===== config.mk =====
export PLATFORM = sky130hd
export DESIGN_NAME = serial_io_uart
export DESIGN_NICKNAME = d
export VERILOG_FILES = /design/src/rtl/serial_io_pkg.sv /design/src/rtl/serial_io_uart.sv
export SDC_FILE = /design/constraint.sdc
export NUM_CORES = 1
export LEC_CHECK = 0
export BUFFER_PORTS_ARGS = -buffer_cell sky130_fd_sc_hd__clkbuf_2
export CAP_MARGIN = 20
export CORE_ASPECT_RATIO = 1.75
export CORE_MARGIN = 10
export CORE_UTILIZATION = 30
export DETAILED_ROUTE_END_ITERATION = 8
export PLACE_DENSITY_LB_ADDON = 0.08
export SYNTH_ARGS = -nofsm -noshare
export SYNTH_HDL_FRONTEND = slang
export SYNTH_SLANG_ARGS = --single-unit

===== constraint.sdc =====
create_clock -name sys_clk -period 8 [get_ports sys_clk]
set_input_delay 1.6 -clock sys_clk [delete_from_list [all_inputs] [get_ports sys_clk]]
set_output_delay 1.6 -clock sys_clk [all_outputs]
set_load 0.02 [all_outputs]

===== src/rtl/serial_io_pkg.sv =====
// constants, field layout and state types of the serial channel
// Overview of operation
// - synchronous reception runs only with both transmit and receive enabled
// - handshake function selected: enabling receive drives the ready output low
// - handshake function selected: ready output goes high once reception begins
// - each rising shift clock edge loads the receive pin into the top bit, shifting right
// - after 8 shift clocks the byte goes to the buffer, flag set, ready low
// - receive-complete sets the receive interrupt request bit
// - reading the receive buffer clears the receive-complete flag
// - transmitter must run for synchronous reception; dummy data is shifted out meanwhile
// - internal clock starts with transmit enabled and data; external also needs pin edges
// - byte completing while flag set raises overrun (bit 4) and overwrites buffer
// - overrun never sets the receive interrupt request bit
// - asynchronous character length 7, 8 or 9 bits from mode bits 0 to 2
// - every asynchronous frame starts with one low start bit
// - optional parity bit after data makes ones count even or odd
// - frame ends with one or two high stop bits after parity or data
// - internal divider source is input clock over 2, 16, 64 or 512
// - divider divides by programmed value plus one, then by 16 for asynchronous bit rate, by 2 for synchronous
// - mode bit 3 picks divider source: 0 internal, 1 external clock pin
// - asynchronous mode detects overrun, parity, framing errors and an error sum
// - mode bits 2 to 0 equal to 001 select clock-synchronous mode
// - asynchronous transmit: start, data lsb first, parity, stops; idle line high
// - synchronous transmit shifts lsb first, changing on falling shift clock edges
package serial_io_pkg;
	// ----------------------------------------------------------------
	// register byte addresses
	// ----------------------------------------------------------------
	localparam logic [7:0] ADDR_MODE = 8'h00;
	localparam logic [7:0] ADDR_CTRL0 = 8'h04;
	localparam logic [7:0] ADDR_BAUD = 8'h08;
	localparam logic [7:0] ADDR_TXBUF = 8'h0c;
	localparam logic [7:0] ADDR_CTRL1 = 8'h10;
	localparam logic [7:0] ADDR_RXBUF = 8'h14;
	localparam logic [7:0] ADDR_REQ = 8'h18;
	// ----------------------------------------------------------------
	// field positions and encodings
	// ----------------------------------------------------------------
	localparam logic [2:0] MODE_SYNC = 3'h1;
	localparam logic [2:0] MODE_UART7 = 3'h4;
	localparam logic [2:0] MODE_UART8 = 3'h5;
	localparam logic [2:0] MODE_UART9 = 3'h6;
	localparam int MODE_EXT_BIT = 3;
	localparam int MODE_STOP2_BIT = 4;
	localparam int MODE_EVEN_BIT = 5;
	localparam int MODE_PAR_BIT = 6;
	localparam int MODE_SLEEP_BIT = 7;
	localparam int C0_RTS_BIT = 2;
	localparam int C1_TX_EN = 0;
	localparam int C1_TX_EMPTY = 1;
	localparam int C1_RX_EN = 2;
	localparam int C1_RX_DONE = 3;
	localparam int C1_OVERRUN = 4;
	localparam int C1_FRAMING = 5;
	localparam int C1_PARITY = 6;
	localparam int C1_ERR_SUM = 7;
	localparam int C1_TX_REG_EMPTY = 8;
	localparam int REQ_RX = 0;
	localparam int REQ_TX = 1;
	localparam logic [7:0] RESET_8 = 8'h00;
	// prescaler masks: tick when the low bits of a free counter are all ones
	localparam logic [8:0] DIV_MASK_2 = 9'h001;
	localparam logic [8:0] DIV_MASK_16 = 9'h00f;
	localparam logic [8:0] DIV_MASK_64 = 9'h03f;
	localparam logic [8:0] DIV_MASK_512 = 9'h1ff;
	localparam logic [3:0] OS_LAST = 4'hf;
	localparam logic [3:0] OS_MID = 4'h7;
	localparam logic [3:0] SYNC_LAST = 4'h7;
	localparam logic [3:0] LEN_7 = 4'h7;
	localparam logic [3:0] LEN_8 = 4'h8;
	localparam logic [3:0] LEN_9 = 4'h9;
	// ----------------------------------------------------------------
	// states
	// ----------------------------------------------------------------
	typedef enum logic [2:0] {TX_IDLE, TX_START, TX_DATA, TX_PARITY, TX_STOP} tx_state_e;
	typedef enum logic [2:0] {RX_IDLE, RX_START, RX_DATA, RX_PARITY, RX_STOP} rx_state_e;
	// character length from the mode field; synchronous mode is always 8
	function automatic logic [3:0] char_len(input logic [2:0] sel);
		unique case (sel)
			MODE_UART7: char_len = LEN_7;
			MODE_UART9: char_len = LEN_9;
			default: char_len = LEN_8;
		endcase
	endfunction : char_len
endpackage : serial_io_pkg


===== src/rtl/serial_io_uart.sv =====
// serial channel: synchronous and asynchronous transfer behind an apb slave
`timescale 1ns/1ps
`default_nettype none
module serial_io_uart import serial_io_pkg::*; (
	input wire logic sys_clk,
	input wire logic rst_n,
	input wire logic psel,
	input wire logic penable,
	input wire logic pwrite,
	input wire logic [7:0] paddr,
	input wire logic [31:0] pwdata,
	output logic [31:0] prdata,
	output logic pready,
	output logic pslverr,
	input wire logic serial_in_pin,
	output logic serial_out_pin,
	input wire logic shift_clock_pin_in,
	output logic shift_clock_pin_out,
	output logic shift_clock_pin_oe,
	input wire logic permit_to_send_in,
	output logic ready_to_accept_out
);
	// ----------------------------------------------------------------
	// reset release
	// ----------------------------------------------------------------
	logic rst_meta_reg, rst_n_sync_reg;
	// assertion is immediate, release waits two edges to avoid a ragged exit
	always_ff @(posedge sys_clk or negedge rst_n) begin
		if (!rst_n) begin
			rst_meta_reg <= 1'b0;
			rst_n_sync_reg <= 1'b0;
		end else begin
			rst_meta_reg <= 1'b1;
			rst_n_sync_reg <= rst_meta_reg;
		end
	end

	// ----------------------------------------------------------------
	// apb slave and configuration
	// ----------------------------------------------------------------
	logic [7:0] mode_reg, ctrl0_reg, baud_reg;
	logic tx_en_reg, rx_en_reg, pready_reg, pslverr_reg;
	logic [31:0] prdata_reg, rd_word;
	logic mapped, apb_done, wr_done, rd_rxbuf, tx_empty_reg, tx_reg_empty_reg;
	logic [8:0] txbuf_reg, rx_buf_reg;
	logic rx_complete_reg, overrun_reg, ferr_reg, perr_reg, err_sum, rx_req_reg, tx_req_reg;
	logic is_sync, is_uart, ext_clk, rts_fn;

	assign is_sync = mode_reg[2:0] == MODE_SYNC;
	assign is_uart = mode_reg[2:0] == MODE_UART7 || mode_reg[2:0] == MODE_UART8
		|| mode_reg[2:0] == MODE_UART9;
	assign ext_clk = mode_reg[MODE_EXT_BIT];
	assign rts_fn = ctrl0_reg[C0_RTS_BIT];
	assign err_sum = overrun_reg | perr_reg | ferr_reg;
	assign mapped = paddr == ADDR_MODE || paddr == ADDR_CTRL0 || paddr == ADDR_BAUD
		|| paddr == ADDR_TXBUF || paddr == ADDR_CTRL1 || paddr == ADDR_RXBUF
		|| paddr == ADDR_REQ;
	assign apb_done = psel && penable && pready_reg;
	assign wr_done = apb_done && pwrite && mapped;
	assign rd_rxbuf = apb_done && !pwrite && paddr == ADDR_RXBUF;

	// read multiplexer, captured on the same edge that pready rises
	always_comb begin
		rd_word = '0;
		unique case (paddr)
			ADDR_MODE: rd_word[7:0] = mode_reg;
			ADDR_CTRL0: rd_word[7:0] = ctrl0_reg;
			ADDR_BAUD: rd_word[7:0] = baud_reg;
			ADDR_TXBUF: rd_word[8:0] = txbuf_reg;
			ADDR_CTRL1: begin
				rd_word[C1_TX_EN] = tx_en_reg;
				rd_word[C1_TX_EMPTY] = tx_empty_reg;
				rd_word[C1_RX_EN] = rx_en_reg;
				rd_word[C1_RX_DONE] = rx_complete_reg;
				rd_word[C1_OVERRUN] = overrun_reg;
				rd_word[C1_FRAMING] = ferr_reg;
				rd_word[C1_PARITY] = perr_reg;
				rd_word[C1_ERR_SUM] = err_sum;
				rd_word[C1_TX_REG_EMPTY] = tx_reg_empty_reg;
			end
			ADDR_RXBUF: rd_word[8:0] = rx_buf_reg;
			ADDR_REQ: begin
				rd_word[REQ_RX] = rx_req_reg;
				rd_word[REQ_TX] = tx_req_reg;
			end
			default: rd_word = '0;
		endcase
	end

	// every access takes one wait state so read data can come from a flop
	always_ff @(posedge sys_clk or negedge rst_n_sync_reg) begin
		if (!rst_n_sync_reg) begin
			pready_reg <= 1'b0;
			pslverr_reg <= 1'b0;
			prdata_reg <= '0;
		end else begin
			pready_reg <= psel && penable && !pready_reg;
			pslverr_reg <= psel && penable && !pready_reg && !mapped;
			if (psel && penable && !pready_reg)
				prdata_reg <= pwrite ? '0 : rd_word;
		end
	end

	// software-owned configuration
	always_ff @(posedge sys_clk or negedge rst_n_sync_reg) begin
		if (!rst_n_sync_reg) begin
			mode_reg <= RESET_8;
			ctrl0_reg <= RESET_8;
			baud_reg <= RESET_8;
			tx_en_reg <= 1'b0;
			rx_en_reg <= 1'b0;
		end else if (wr_done) begin
			if (paddr == ADDR_MODE)
				mode_reg <= pwdata[7:0];
			if (paddr == ADDR_CTRL0)
				ctrl0_reg <= pwdata[7:0];
			if (paddr == ADDR_BAUD)
				baud_reg <= pwdata[7:0];
			if (paddr == ADDR_CTRL1) begin
				tx_en_reg <= pwdata[C1_TX_EN];
				rx_en_reg <= pwdata[C1_RX_EN];
			end
		end
	end

	// ----------------------------------------------------------------
	// baud-rate divider
	// ----------------------------------------------------------------
	logic [8:0] presc_reg, div_mask;
	logic [7:0] brg_cnt_reg;
	logic pin_prev_reg, pin_rise, pin_fall, src_tick, brg_tick;

	always_comb begin
		unique case (ctrl0_reg[1:0])
			2'h0: div_mask = DIV_MASK_2;
			2'h1: div_mask = DIV_MASK_16;
			2'h2: div_mask = DIV_MASK_64;
			default: div_mask = DIV_MASK_512;
		endcase
	end
	assign pin_rise = shift_clock_pin_in && !pin_prev_reg;
	assign pin_fall = !shift_clock_pin_in && pin_prev_reg;
	assign src_tick = ext_clk ? pin_rise : (presc_reg & div_mask) == div_mask;
	assign brg_tick = src_tick && brg_cnt_reg == RESET_8;

	// free prescaler; the reload counter gives one tick per n+1 source ticks
	always_ff @(posedge sys_clk or negedge rst_n_sync_reg) begin
		if (!rst_n_sync_reg) begin
			presc_reg <= '0;
			brg_cnt_reg <= RESET_8;
			pin_prev_reg <= 1'b1;
		end else begin
			presc_reg <= presc_reg + 9'h001;
			pin_prev_reg <= shift_clock_pin_in;
			if (src_tick)
				brg_cnt_reg <= brg_tick ? baud_reg : brg_cnt_reg - 8'h01;
		end
	end

	// ----------------------------------------------------------------
	// transmitter, also the source of synchronous shift clocks
	// ----------------------------------------------------------------
	tx_state_e tx_state;
	logic [8:0] tx_shift_reg;
	logic [3:0] tx_cnt_reg, tx_os_reg, len;
	logic tx_out_reg, clk_out_reg, tx_par_reg, tx_load, sync_active, bit_end;
	logic sclk_fall, sclk_rise;

	assign len = char_len(mode_reg[2:0]);
	// a handshake input only gates the start when that function is chosen
	assign tx_load = tx_state == TX_IDLE && tx_en_reg && !tx_empty_reg
		&& (is_sync || is_uart) && (rts_fn || !permit_to_send_in);
	assign sync_active = is_sync && tx_state == TX_DATA;
	assign sclk_fall = sync_active && (ext_clk ? pin_fall : brg_tick && clk_out_reg);
	assign sclk_rise = sync_active && (ext_clk ? pin_rise : brg_tick && !clk_out_reg);
	assign bit_end = brg_tick && tx_os_reg == OS_LAST;

	always_ff @(posedge sys_clk or negedge rst_n_sync_reg) begin
		if (!rst_n_sync_reg) begin
			tx_state <= TX_IDLE;
			tx_shift_reg <= '0;
			tx_cnt_reg <= '0;
			tx_os_reg <= '0;
			tx_out_reg <= 1'b1;
			clk_out_reg <= 1'b1;
			tx_par_reg <= 1'b0;
		end else begin
			if (brg_tick)
				tx_os_reg <= tx_os_reg + 4'h1;
			unique case (tx_state)
				TX_IDLE: begin
					tx_out_reg <= 1'b1;
					clk_out_reg <= 1'b1;
					if (tx_load) begin
						tx_shift_reg <= txbuf_reg;
						tx_par_reg <= (^(txbuf_reg & ~(9'h1ff << len))) ^ !mode_reg[MODE_EVEN_BIT];
						tx_cnt_reg <= '0;
						tx_os_reg <= '0;
						if (is_sync) begin
							tx_state <= TX_DATA;
						end else begin
							tx_state <= TX_START;
							tx_out_reg <= 1'b0;
						end
					end
				end
				TX_START: if (bit_end) begin
					tx_state <= TX_DATA;
					tx_out_reg <= tx_shift_reg[0];
					tx_shift_reg <= tx_shift_reg >> 1;
					tx_cnt_reg <= 4'h1;
				end
				TX_DATA: begin
					if (is_sync) begin
						if (!ext_clk && brg_tick)
							clk_out_reg <= !clk_out_reg;
						if (sclk_fall) begin
							tx_out_reg <= tx_shift_reg[0];
							tx_shift_reg <= tx_shift_reg >> 1;
						end
						if (sclk_rise) begin
							tx_cnt_reg <= tx_cnt_reg + 4'h1;
							if (tx_cnt_reg == SYNC_LAST)
								tx_state <= TX_IDLE;
						end
					end else if (bit_end) begin
						if (tx_cnt_reg == len) begin
							tx_cnt_reg <= '0;
							if (mode_reg[MODE_PAR_BIT]) begin
								tx_state <= TX_PARITY;
								tx_out_reg <= tx_par_reg;
							end else begin
								tx_state <= TX_STOP;
								tx_out_reg <= 1'b1;
							end
						end else begin
							tx_out_reg <= tx_shift_reg[0];
							tx_shift_reg <= tx_shift_reg >> 1;
							tx_cnt_reg <= tx_cnt_reg + 4'h1;
						end
					end
				end
				TX_PARITY: if (bit_end) begin
					tx_state <= TX_STOP;
					tx_out_reg <= 1'b1;
				end
				TX_STOP: if (bit_end) begin
					if (mode_reg[MODE_STOP2_BIT] && tx_cnt_reg == '0)
						tx_cnt_reg <= 4'h1;
					else
						tx_state <= TX_IDLE;
				end
				default: tx_state <= TX_IDLE;
			endcase
		end
	end

	// transmit buffer; a write landing with a load keeps the new data pending
	always_ff @(posedge sys_clk or negedge rst_n_sync_reg) begin
		if (!rst_n_sync_reg) begin
			txbuf_reg <= '0;
			tx_empty_reg <= 1'b1;
			tx_reg_empty_reg <= 1'b1;
			tx_req_reg <= 1'b0;
		end else begin
			if (tx_load)
				tx_empty_reg <= 1'b1;
			if (wr_done && paddr == ADDR_TXBUF) begin
				txbuf_reg <= pwdata[8:0];
				tx_empty_reg <= 1'b0;
			end
			if (tx_load)
				tx_reg_empty_reg <= 1'b0;
			else if (tx_state != TX_IDLE && tx_state_next_idle())
				tx_reg_empty_reg <= 1'b1;
			if (wr_done && paddr == ADDR_REQ && pwdata[REQ_TX])
				tx_req_reg <= 1'b0;
			if (tx_load)
				tx_req_reg <= 1'b1;
		end
	end

	// true in the cycle that the transmitter finishes its last bit
	function automatic logic tx_state_next_idle();
		tx_state_next_idle = (tx_state == TX_DATA && sclk_rise && tx_cnt_reg == SYNC_LAST)
			|| (tx_state == TX_STOP && bit_end
			&& !(mode_reg[MODE_STOP2_BIT] && tx_cnt_reg == '0));
	endfunction : tx_state_next_idle

	// ----------------------------------------------------------------
	// receiver
	// ----------------------------------------------------------------
	rx_state_e rx_state;
	logic [8:0] rx_shift_reg, rx_shift_next, rx_char_reg;
	logic [3:0] rx_cnt_reg, rx_os_reg;
	logic rx_par_reg, rx_done_reg, rx_perr_reg, rx_ferr_reg, rx_busy, rx_sample;

	assign rx_busy = rx_state != RX_IDLE;
	assign rx_shift_next = {serial_in_pin, rx_shift_reg[8:1]};
	assign rx_sample = brg_tick && rx_os_reg == OS_LAST;

	// right-align the character held at the top of the shift register
	function automatic logic [8:0] align_char(input logic [8:0] s, input logic [3:0] n);
		align_char = s >> (4'h9 - n);
	endfunction : align_char

	always_ff @(posedge sys_clk or negedge rst_n_sync_reg) begin
		if (!rst_n_sync_reg) begin
			rx_state <= RX_IDLE;
			rx_shift_reg <= '0;
			rx_cnt_reg <= '0;
			rx_os_reg <= '0;
			rx_par_reg <= 1'b0;
			rx_done_reg <= 1'b0;
			rx_perr_reg <= 1'b0;
			rx_ferr_reg <= 1'b0;
			rx_char_reg <= '0;
		end else begin
			rx_done_reg <= 1'b0;
			if (brg_tick)
				rx_os_reg <= rx_os_reg + 4'h1;
			if (!rx_en_reg) begin
				rx_state <= RX_IDLE;
			end else begin
				unique case (rx_state)
					RX_IDLE: begin
						rx_cnt_reg <= '0;
						rx_par_reg <= 1'b0;
						// synchronous reception rides on a transmitter start
						if (is_sync && tx_load)
							rx_state <= RX_DATA;
						else if (is_uart && !serial_in_pin) begin
							rx_state <= RX_START;
							rx_os_reg <= '0;
						end
					end
					RX_START: if (brg_tick && rx_os_reg == OS_MID) begin
						// a glitch shorter than half a bit is not a start bit
						rx_state <= serial_in_pin ? RX_IDLE : RX_DATA;
						rx_os_reg <= '0;
					end
					RX_DATA: if (is_sync ? sclk_rise : rx_sample) begin
						rx_shift_reg <= rx_shift_next;
						rx_par_reg <= rx_par_reg ^ serial_in_pin;
						rx_cnt_reg <= rx_cnt_reg + 4'h1;
						if (is_sync && rx_cnt_reg == SYNC_LAST) begin
							rx_state <= RX_IDLE;
							rx_char_reg <= align_char(rx_shift_next, LEN_8);
							rx_perr_reg <= 1'b0;
							rx_ferr_reg <= 1'b0;
							rx_done_reg <= 1'b1;
						end else if (!is_sync && rx_cnt_reg == len - 4'h1)
							rx_state <= mode_reg[MODE_PAR_BIT] ? RX_PARITY : RX_STOP;
					end
					RX_PARITY: if (rx_sample) begin
						rx_state <= RX_STOP;
						rx_perr_reg <= (rx_par_reg ^ serial_in_pin) == mode_reg[MODE_EVEN_BIT];
					end
					RX_STOP: if (rx_sample) begin
						rx_state <= RX_IDLE;
						rx_char_reg <= align_char(rx_shift_reg, len);
						rx_ferr_reg <= !serial_in_pin;
						if (!mode_reg[MODE_PAR_BIT])
							rx_perr_reg <= 1'b0;
						rx_done_reg <= 1'b1;
					end
					default: rx_state <= RX_IDLE;
				endcase
			end
		end
	end

	// ----------------------------------------------------------------
	// receive buffer and status flags
	// ----------------------------------------------------------------
	logic keep_char, overrun_evt;
	// sleep drops characters whose top data bit is clear
	assign keep_char = !(is_uart && mode_reg[MODE_SLEEP_BIT] && !rx_char_reg[len - 4'h1]);
	// a read in the same cycle has emptied the buffer, so no overrun then
	assign overrun_evt = rx_done_reg && keep_char && rx_complete_reg && !rd_rxbuf;

	always_ff @(posedge sys_clk or negedge rst_n_sync_reg) begin
		if (!rst_n_sync_reg) begin
			rx_buf_reg <= '0;
			rx_complete_reg <= 1'b0;
			overrun_reg <= 1'b0;
			perr_reg <= 1'b0;
			ferr_reg <= 1'b0;
			rx_req_reg <= 1'b0;
		end else begin
			if (rd_rxbuf)
				rx_complete_reg <= 1'b0;
			if (!rx_en_reg) begin
				overrun_reg <= 1'b0;
				perr_reg <= 1'b0;
				ferr_reg <= 1'b0;
			end
			if (wr_done && paddr == ADDR_REQ && pwdata[REQ_RX])
				rx_req_reg <= 1'b0;
			// new data wins over any clear in the same cycle
			if (rx_done_reg && keep_char) begin
				rx_buf_reg <= rx_char_reg;
				rx_complete_reg <= 1'b1;
				perr_reg <= perr_reg | rx_perr_reg;
				ferr_reg <= ferr_reg | rx_ferr_reg;
				if (overrun_evt)
					overrun_reg <= 1'b1;
				else
					rx_req_reg <= 1'b1;
			end
		end
	end

	// ----------------------------------------------------------------
	// pin outputs
	// ----------------------------------------------------------------
	logic rts_reg, clk_oe_reg;
	// ready output: with the handshake function chosen, low while waiting, high during a reception; otherwise always high
	always_ff @(posedge sys_clk or negedge rst_n_sync_reg) begin
		if (!rst_n_sync_reg) begin
			rts_reg <= 1'b1;
			clk_oe_reg <= 1'b0;
		end else begin
			rts_reg <= !(rts_fn && rx_en_reg && !rx_busy);
			clk_oe_reg <= is_sync && !ext_clk;
		end
	end
	assign ready_to_accept_out = rts_reg;
	assign serial_out_pin = tx_out_reg;
	assign shift_clock_pin_out = clk_out_reg;
	assign shift_clock_pin_oe = clk_oe_reg;
	assign prdata = prdata_reg;
	assign pready = pready_reg;
	assign pslverr = pslverr_reg;
endmodule : serial_io_uart
`default_nettype wire


==> impl_metrics.toml, run 1 <==
[run_status]
outcome = "finished clean"

[sta]
fmax_ghz = 0.282
setup_violations = 0
slew_violations = 0
rsz0062_at_grt = "no"
clock_skew_ns = 0.00850
fin_setup_tns_ns = 0
relSlewSlack = 0.301
period_needed_ns = 3.55
tightest_slew_ns = 1.03
finalCritPeriodShare = 0.444
hold_violations = 0

[power_and_ir_drop]
p_leak_nw = 3.98
power_mw = 2.05
ir_drop_v = 0.000155
power_density_nw_per_um2 = 234

[finish]
layout-drive-gt1-share = 0.226
layout_common_cells = "dfrtp_1, nand2_1, mux2_2"
final_nets = 838
finish.utilization = 0.347
synthToLayoutAreaGrowth_pct = 14.1
multi_input_area_um2 = 3820
layout_commonest_cell = "dfrtp_1"
fill_cells = 2561
final-seq-area_um2 = 3540
n_antenna_cell = 0

[floorplanning]
start_util = 0.304
rows = 77
die-area_um2 = 32600
die_height_um = 232
die_x_um = 141
io_pins = 86
coreArea_um2 = 25200

[setup_path]
startpoint_type = "input pin"
end_kind = "flop"
worstPathMaxFanout = 4
cp_data_required_time_ns = 8.33
worstPathArrival_ns = 3.88
critPathKind = "input pin to flop"

[routing]
viasPerCell = 5.18
postRouteAntennaNets = 0
dr.pass1.iters = 6
wire_per_inst_um = 19.9
dr_total_vias = 5765
drt-total-wl_mm = 22.1
drtIter0Drc = 389
drc = 0

[logic_synthesis]
syn_inst = 749
ys_types = 78
synth_warnings = 0
synth.cell_area_um2 = 7680
syn_area_per_cell_um2 = 10.2
yosysSeqAreaShare = 0.461
ys_ff_latch = 141
synth_edf_count = 0
synthFlopType = "dfrtp_1"
ys_async_sr_fraction = 1.00

[placement]
dp.final_hpwl_mm = 16.8
port_buffers = 39
routabilityCongestion = 0.841

[grt]
grt_use_total = 0.139
grt_pass1_vias = 6043
grt_start_max_net_pins = 76
globalRouteOverflowTotal = 0
grt_pass1_wl_mm = 35.2
antenna_found_initial = 0

[cts]
ctsResizeCount = 0
cts_buffers = 17
cts_sinks = 141
postCtsSetupBuffers = 0
cts_tree = "built"
h-tree-depth = 4
clockBufferDepth = 2
cts_root_buffer = "clkbuf_16"
hold_buffers = 0
clock_latency_ns = 0.44
clk_pin_slew_ns = 0.06

[hold_path]
hp-class = "flop to asynchronous set/reset pin"

[run]
cap_viol_max_count = 0
cell families (layout without fill, tap and decap cells):
group | after synthesis | after routing | synth area share
DFF | 141 | 141 | 0.461
other | 2 | 24 | 0.000978
xor gates and xnor gates | 24 | 24 | 0.0274
muxes | 101 | 101 | 0.149
adders and majority gates | 7 | 7 | 0.0114
buffers and inverters | 79 | 104 | 0.0531
AOI/OAI and AO/OA | 153 | 153 | 0.142
and+or+nand+nor | 242 | 242 | 0.156
cells in the mapped netlist (3+ instances only):
master	n	area share
nand2_1	73	0.036
xnor2_1	18	0.021
mux2_2	73	0.11
nor4_1	5	0.0041
nor4b_1	3	0.0034
dfstp_2	6	0.021
o21ai_0	33	0.022
nand3_1	26	0.017
a211oi_1	9	0.0088
o211ai_1	5	0.0049
a31oi_1	4	0.0033
a21o_1	4	0.0039
a32oi_1	3	0.0034
inv_1	23	0.011
xor2_1	6	0.0068
ha_1	7	0.011
nor3b_1	5	0.0049
o31ai_1	4	0.0039
o22ai_1	9	0.0073
buf_4	23	0.022
mux2i_1	20	0.026
clkbuf_1	26	0.013
o2111ai_1	3	0.0034
a21oi_1	25	0.016
nor2b_1	11	0.0090
nand2b_1	9	0.0073
buf_6	3	0.0044
and3_1	8	0.0065
dfrtp_1	135	0.44
o21a_1	4	0.0039
mux2_4	8	0.016
nor2_1	56	0.027
nand3b_1	8	0.0078
o2bb2ai_1	5	0.0057
a221oi_1	10	0.011
a22oi_1	6	0.0059
a22o_1	3	0.0034
nor3_1	20	0.013
critical path, stage by stage:
cell	delay [ns]
clkbuf_2	0.10
nand2b_1	0.08
o211a_1	0.19
o311ai_0	0.87
a2111oi_2	0.26
o21ai_1	0.39
mux2_2	0.38
report_power, final:
part,internal (mW),switching (mW)
registers,0.765,0.0733
clock network,0.505,0.334
logic,0.150,0.218
cell type report:
| class | count | area share |
|---|---|---|
| Clock buffer | 18 | 0.0502 |
| Clock inverter | 14 | 0.0210 |
| Inverter | 23 | 0.00986 |
| Multi-Input combinational cell | 551 | 0.436 |
| Sequential cell | 141 | 0.404 |
| Tap cell | 316 | 0.0452 |
| Timing Repair Buffer | 49 | 0.0332 |
per-stage QoR:
step	instances	setup slack [ns]	hold WS (ns)	cell area, um^2
floorplan	771	3.79	0.331	7760
global placement	1078	4.05	0.338	8100
detailed placement	1078	4.00	0.347	8100
CTS	1110	4.48	0.361	8720
global route	1112	4.33	0.156	8750
finish	1112	4.45	0.143	8750
layer usage:
layer  global-route usage  wire [um]
met5                    0          0
met4               0.0690        767
met3               0.0346        897
met2                0.251      12000
met1                0.145       8420
worst paths after layout:
kind	start	end	slack, ns	cells after the start
worst max-delay path	permit_to_send_in	tx_cnt_reg[0]	4.45	7
worst min-delay path	rst_n_sync_reg	tx_state[0]	0.14	0
worst max register to register	mode_reg[2]	tx_cnt_reg[0]	4.79	7
worst min register to register	rst_n_sync_reg	tx_state[0]	0.14	0
max in group asynchronous	rst_n_sync_reg	rx_par_reg	6.36	2
min in group sys_clk	rst_meta_reg	rst_n_sync_reg	0.36	0
Note: power is estimated with default switching activity, not from simulation.
==> inputs of run 2 (changes only) <==
--- a/config.mk
+++ b/config.mk
@@ -5,6 +5,7 @@
 export SDC_FILE = /design/constraint.sdc
 export NUM_CORES = 1
 export LEC_CHECK = 0
+export ABC_AREA = 1
 export BUFFER_PORTS_ARGS = -buffer_cell sky130_fd_sc_hd__clkbuf_2
 export CAP_MARGIN = 20
 export CORE_ASPECT_RATIO = 1.75
==> constraint.sdc (replaced) <==
create_clock -name sys_clk -period 2.95 [get_ports sys_clk]
set_input_delay 0.59 -clock sys_clk [delete_from_list [all_inputs] [get_ports sys_clk]]
set_output_delay 0.59 -clock sys_clk [all_outputs]
set_load 0.02 [all_outputs]
==> impl_metrics.toml, run 2 <==
[sta]
fmax_ghz = 0.403
fin_setup_tns_ns = 0
tightest_slew_ns = 0.849
rsz0062_at_grt = "no"
finalCritPeriodShare = 0.840
hold_violations = 0
slew_violations = 0
period_needed_ns = 2.48
clock_skew_ns = 0.00963
relSlewSlack = 0.434
setup_violations = 0

[cts]
h-tree-depth = 4
cts_sinks = 141
clockBufferDepth = 2
clk_pin_slew_ns = 0.06
cts_root_buffer = "clkbuf_16"
ctsResizeCount = 0
cts_tree = "built"
cts_buffers = 17
clock_latency_ns = 0.45

[finish]
n_antenna_cell = 0
fill_cells = 2636
synthToLayoutAreaGrowth_pct = 14.9
layout_common_cells = "nand2_1, dfrtp_1, inv_1"
final_nets = 1020
finish.utilization = 0.352
layout-drive-gt1-share = 0.153
fin_cells = 1289
fin_area_um2 = 8710
layout_commonest_cell = "nand2_1"

[power_and_ir_drop]
ir_drop_v = 0.000441
power_density_nw_per_um2 = 580
power_mw = 5.05
p_leak_nw = 4.14
p_comb_frac = 0.127
pwr-share-clk = 0.466
p_switching_mw = 1.43
power_frac_seq = 0.408
p_int_mw = 3.62
swShare = 0.283

[setup_path]
critPathMaxStageDelay_ns = 0.39
crit_chain = "inv_1, ha_1, nand2_1, nor3_4, nand3_4, clkinv_4, nand4_4, nand2_4, nand4_4, nand2_1, o21ai_2"
critPathKind = "flop to flop"
crit_buf_inv = 2
cp_data_required_time_ns = 3.28
worstPathArrival_ns = 2.81
crit_slowest_cell = "dfrtp_1"
end_kind = "flop"
path_delay_family = "simple AND/OR/NAND/NOR gates"
startpoint_type = "flop"
worstPathMaxFanout = 18

[logic_synthesis]
synthFlopType = "dfrtp_1"
syn_area_per_cell_um2 = 8.31
yosysMostFrequentCell = "nand2_1"
synth.cell_area_um2 = 7580
syn_inst = 912
yosysSeqAreaShare = 0.466
synth_largest_area_cell = "dfrtp_1"
ys_types = 53
ys_ff_latch = 141
synth_edf_count = 0
ys_top_cells_by_count = "nand2_1, dfrtp_1, inv_1, o21ai_0, nor2_1"
synth_warnings = 0
synth.area.top_cells = "dfrtp_1, nand2_1, o21ai_0"
yosysTopAreaCellShare = 0.446
ys_async_sr_fraction = 1.00

[grt]
grt_start_max_net_pins = 140
grt_pass1_wl_mm = 36.5
antenna_found_initial = 0
globalRouteOverflowTotal = 0
grt_use_total = 0.145
grt_pass1_vias = 6420

[routing]
viasPerCell = 4.76
wire_per_inst_um = 17.8
dr_total_vias = 6140
dr.pass1.iters = 5
postRouteAntennaNets = 0
drtIter0Drc = 375
drc = 0
drt-total-wl_mm = 22.9

[floorplanning]
io_pins = 86
die_x_um = 140
die_height_um = 230
coreArea_um2 = 24700
start_util = 0.307
die-area_um2 = 32300
rows = 76

[placement]
place_inst = 1256
port_buffers = 39
dp.final_hpwl_mm = 17.7
placed_area_um2 = 8070
routabilityCongestion = 0.831

[hold_path]
hp-class = "input pin to flop"

[run_status]
outcome = "finished clean"

[run]
cap_viol_max_count = 0
run 2: what timing repair did:
action,CTS,global route
endpoints found under the setup margin,0,0
hold endpoints to repair,2,0
hold buffers,1,0
setup buffers,0,0
run 2: power groups by stage:
stage | sequential, mW | combinational [mW] | clock, mW
floorplan | 2.11 | 0.485 | 0
global placement | 2.09 | 0.651 | 0
detailed placement | 2.09 | 0.647 | 0
CTS | 2.06 | 0.655 | 2.42
global route | 2.07 | 0.736 | 2.50
finish | 2.06 | 0.640 | 2.35
run 2: metal layers:
layer / up-vias / global-route usage / wire [um] / part of all wire
met5: - / 0 / 0 / 0
met4: 0 / 0.0735 / 833 / 0.036
met3: 46 / 0.0289 / 707 / 0.031
met2: 99 / 0.270 / 12800 / 0.56
met1: 2912 / 0.149 / 8510 / 0.37
li1: 3083 / - / - / -
run 2: stage by stage:
step	hold WS, ns	setup slack (ns)
6_report	0.236	0.471
5_1_grt	0.229	0.171
4_1_cts	0.219	0.433
3_5_place_dp	0.340	0.458
3_3_place_gp	0.338	0.468
2_1_floorplan	0.294	0.614
run 2: cell type report:
| class | instances | area (um^2) | area share |
|---|---|---|---|
| clock inverters | 13 | 188 | 0.0215 |
| repair buffers | 52 | 308 | 0.0353 |
| clock buffers | 18 | 439 | 0.0504 |
| inverters | 118 | 448 | 0.0514 |
| multi-input cells | 635 | 3400 | 0.390 |
| flip-flops and latches | 141 | 3540 | 0.406 |
| well taps | 312 | 390 | 0.0448 |
run 2: path summary, 6_finish.rpt:
path	startpoint	to	slack (ns)	cells past startpoint
worst min-delay path	shift_clock_pin_in	pin_prev_reg	0.24	1
worst min register to register	rst_meta_reg	rst_n_sync_reg	0.35	0
min in group asynchronous	rst_n_sync_reg	prdata[2]	0.41	1
max in group asynchronous	rst_n_sync_reg	rx_os_reg[0]	1.85	1
worst max-delay path	brg_cnt_reg[0]	tx_shift_reg[5]	0.47	11
worst max register to register	brg_cnt_reg[0]	tx_shift_reg[5]	0.47	11
run 2: cells by family after synthesis:
logic type	after synthesis	synth area share
other cells	2	0.000991
simple gates	374	0.221
mux	9	0.0124
compound gates	196	0.163
flops	141	0.466
buf+inv	158	0.0959
fa+ha+maj	7	0.0116
xor+xnor	25	0.0289
==> inputs of run 3 (changes only) <==
==> constraint.sdc (replaced) <==
create_clock -name sys_clk -period 2.3 [get_ports sys_clk]
set_input_delay 0.46 -clock sys_clk [delete_from_list [all_inputs] [get_ports sys_clk]]
set_output_delay 0.46 -clock sys_clk [all_outputs]
set_load 0.02 [all_outputs]
==> impl_metrics.toml, run 3 (synthesis gave the netlist of run 2 again) <==
[cts]
h-tree-depth = 4
cts_tree = "built"
cts_root_buffer = "clkbuf_16"
clock_latency_ns = 0.45
clk_pin_slew_ns = 0.06
clockBufferDepth = 2
cts_buffers = 17
cts_sinks = 141

[placement]
place_inst = 1282
dp.final_hpwl_mm = 18.2
port_buffers = 39
routabilityCongestion = 0.831

[setup_path]
crit_chain = "inv_1, ha_4, nand2_2, nor3_4, nand3_4, inv_8, nand2_2, nand2_1, nand2_1, nor2_1, nand2_1, buf_12, nand2_1, o21ai_2"
path_delay_family = "simple AND/OR/NAND/NOR gates"
worstPathMaxFanout = 20
critPathKind = "flop to flop"
critPathMaxStageDelay_ns = 0.37
cp_common_cell = "nand2_1"
worstPathArrival_ns = 2.51
cp_data_required_time_ns = 2.62
startpoint_type = "flop"
end_kind = "flop"
crit_buf_inv = 3
crit_slowest_cell = "dfrtp_1"

[sta]
hold_slack_ns = 0.113
relSlewSlack = 0.571
tightest_slew_ns = 0.644
fin_setup_tns_ns = 0
slew_violations = 0
setup_violations = 0
clock_skew_ns = 0.0119
finalCritPeriodShare = 0.949
period_needed_ns = 2.18
fmax_ghz = 0.458
hold_violations = 0

[floorplanning]
rows = 76
io_pins = 86
die_height_um = 230
start_util = 0.307
coreArea_um2 = 24700
die-area_um2 = 32300
die_x_um = 140

[routing]
drt-total-wl_mm = 23.0
viasPerCell = 4.74
dr.pass1.iters = 5
wire_per_inst_um = 17.4
postRouteAntennaNets = 0
drc = 0
dr_total_vias = 6261
drtIter0Drc = 352

[finish]
layout-drive-gt1-share = 0.182
n_antenna_cell = 0
finish.utilization = 0.363
fin_cells = 1321
final_nets = 1051
layout_common_cells = "nand2_1, dfrtp_1, inv_1"
fill_cells = 2636
synthToLayoutAreaGrowth_pct = 18.4
layout_commonest_cell = "nand2_1"

[run]
cap_viol_max_count = 0

[grt]
grt_pass1_vias = 6325
grt_pass1_wl_mm = 36.1
antenna_found_initial = 0
grt_use_total = 0.145
globalRouteOverflowTotal = 0
grt_start_max_net_pins = 43

[hold_path]
hp-class = "input pin to flop"

[power_and_ir_drop]
ir_drop_v = 0.000531
p_leak_nw = 4.27
power_density_nw_per_um2 = 689

[run_status]
outcome = "finished clean"
## run 3: report_power, final
part	internal, mW	total, mW	switching [mW]	leakage [nW]
Clock	1.57	2.68	1.11	0.257
Combinational	0.277	0.849	0.571	2.23
Sequential	2.57	2.65	0.0874	1.78
Total	4.41	6.18	1.77	4.27
## run 3: worst paths after layout
path	startpoint	end	slack [ns]	depth (start not counted)
max	brg_cnt_reg[1]	rx_char_reg[0]	0.12	14
max in group asynchronous	rst_n_sync_reg	pin_prev_reg	1.24	1
min	shift_clock_pin_in	pin_prev_reg	0.11	1
min reg2reg	rst_n_sync_reg	pready	0.34	0
max reg2reg	brg_cnt_reg[1]	rx_char_reg[0]	0.12	14
min in group asynchronous	rst_n	rst_meta_reg	0.33	2
## run 3: stage by stage
stage	setup slack [ns]	area [um^2]	total power, mW
after floorplan	0.359	7670	3.32
after global placement	0.0945	8330	3.56
after detailed placement	0.0945	8330	3.56
after CTS	0.0744	8890	6.28
after global routing	-0.00635	8970	6.49
final	0.118	8970	6.18
## run 3: timing repair
item                                    CTS  global route
resized for setup                         0            11
endpoints found under the setup margin    0            21
hold buffers                              1             0
setup buffers                             0             6
hold endpoints to repair                  2             0
## run 3: cell type report
type	count	area [um^2]	area share
Tap cell	312	390	0.0435
Multi-Input combinational cell	635	3430	0.383
Timing Repair Buffer	83	603	0.0672
Sequential cell	141	3540	0.395
Clock inverter	6	65.1	0.00725
Inverter	118	450	0.0502
Clock buffer	26	489	0.0545
## run 3: per-layer routing
metal	GRT usage	wire, um	vias to the layer above
li1	-	-	3130
met1	0.149	8860	3007
met2	0.274	12900	95
met3	0.0283	609	29
met4	0.0654	597	0
met5	0	0	-
## run 3: worst register-to-register path: stages, from the launching register on
cell and delay (ns):
dfrtp_1 0.37, inv_1 0.11, ha_4 0.15, nand2_2 0.08, nor3_4 0.27, nand3_4 0.21, inv_8 0.14, nand2_2 0.09
nand2_1 0.08, nand2_1 0.08, nor2_1 0.09, nand2_1 0.09, buf_12 0.17, nand2_1 0.09, o21ai_2 0.05
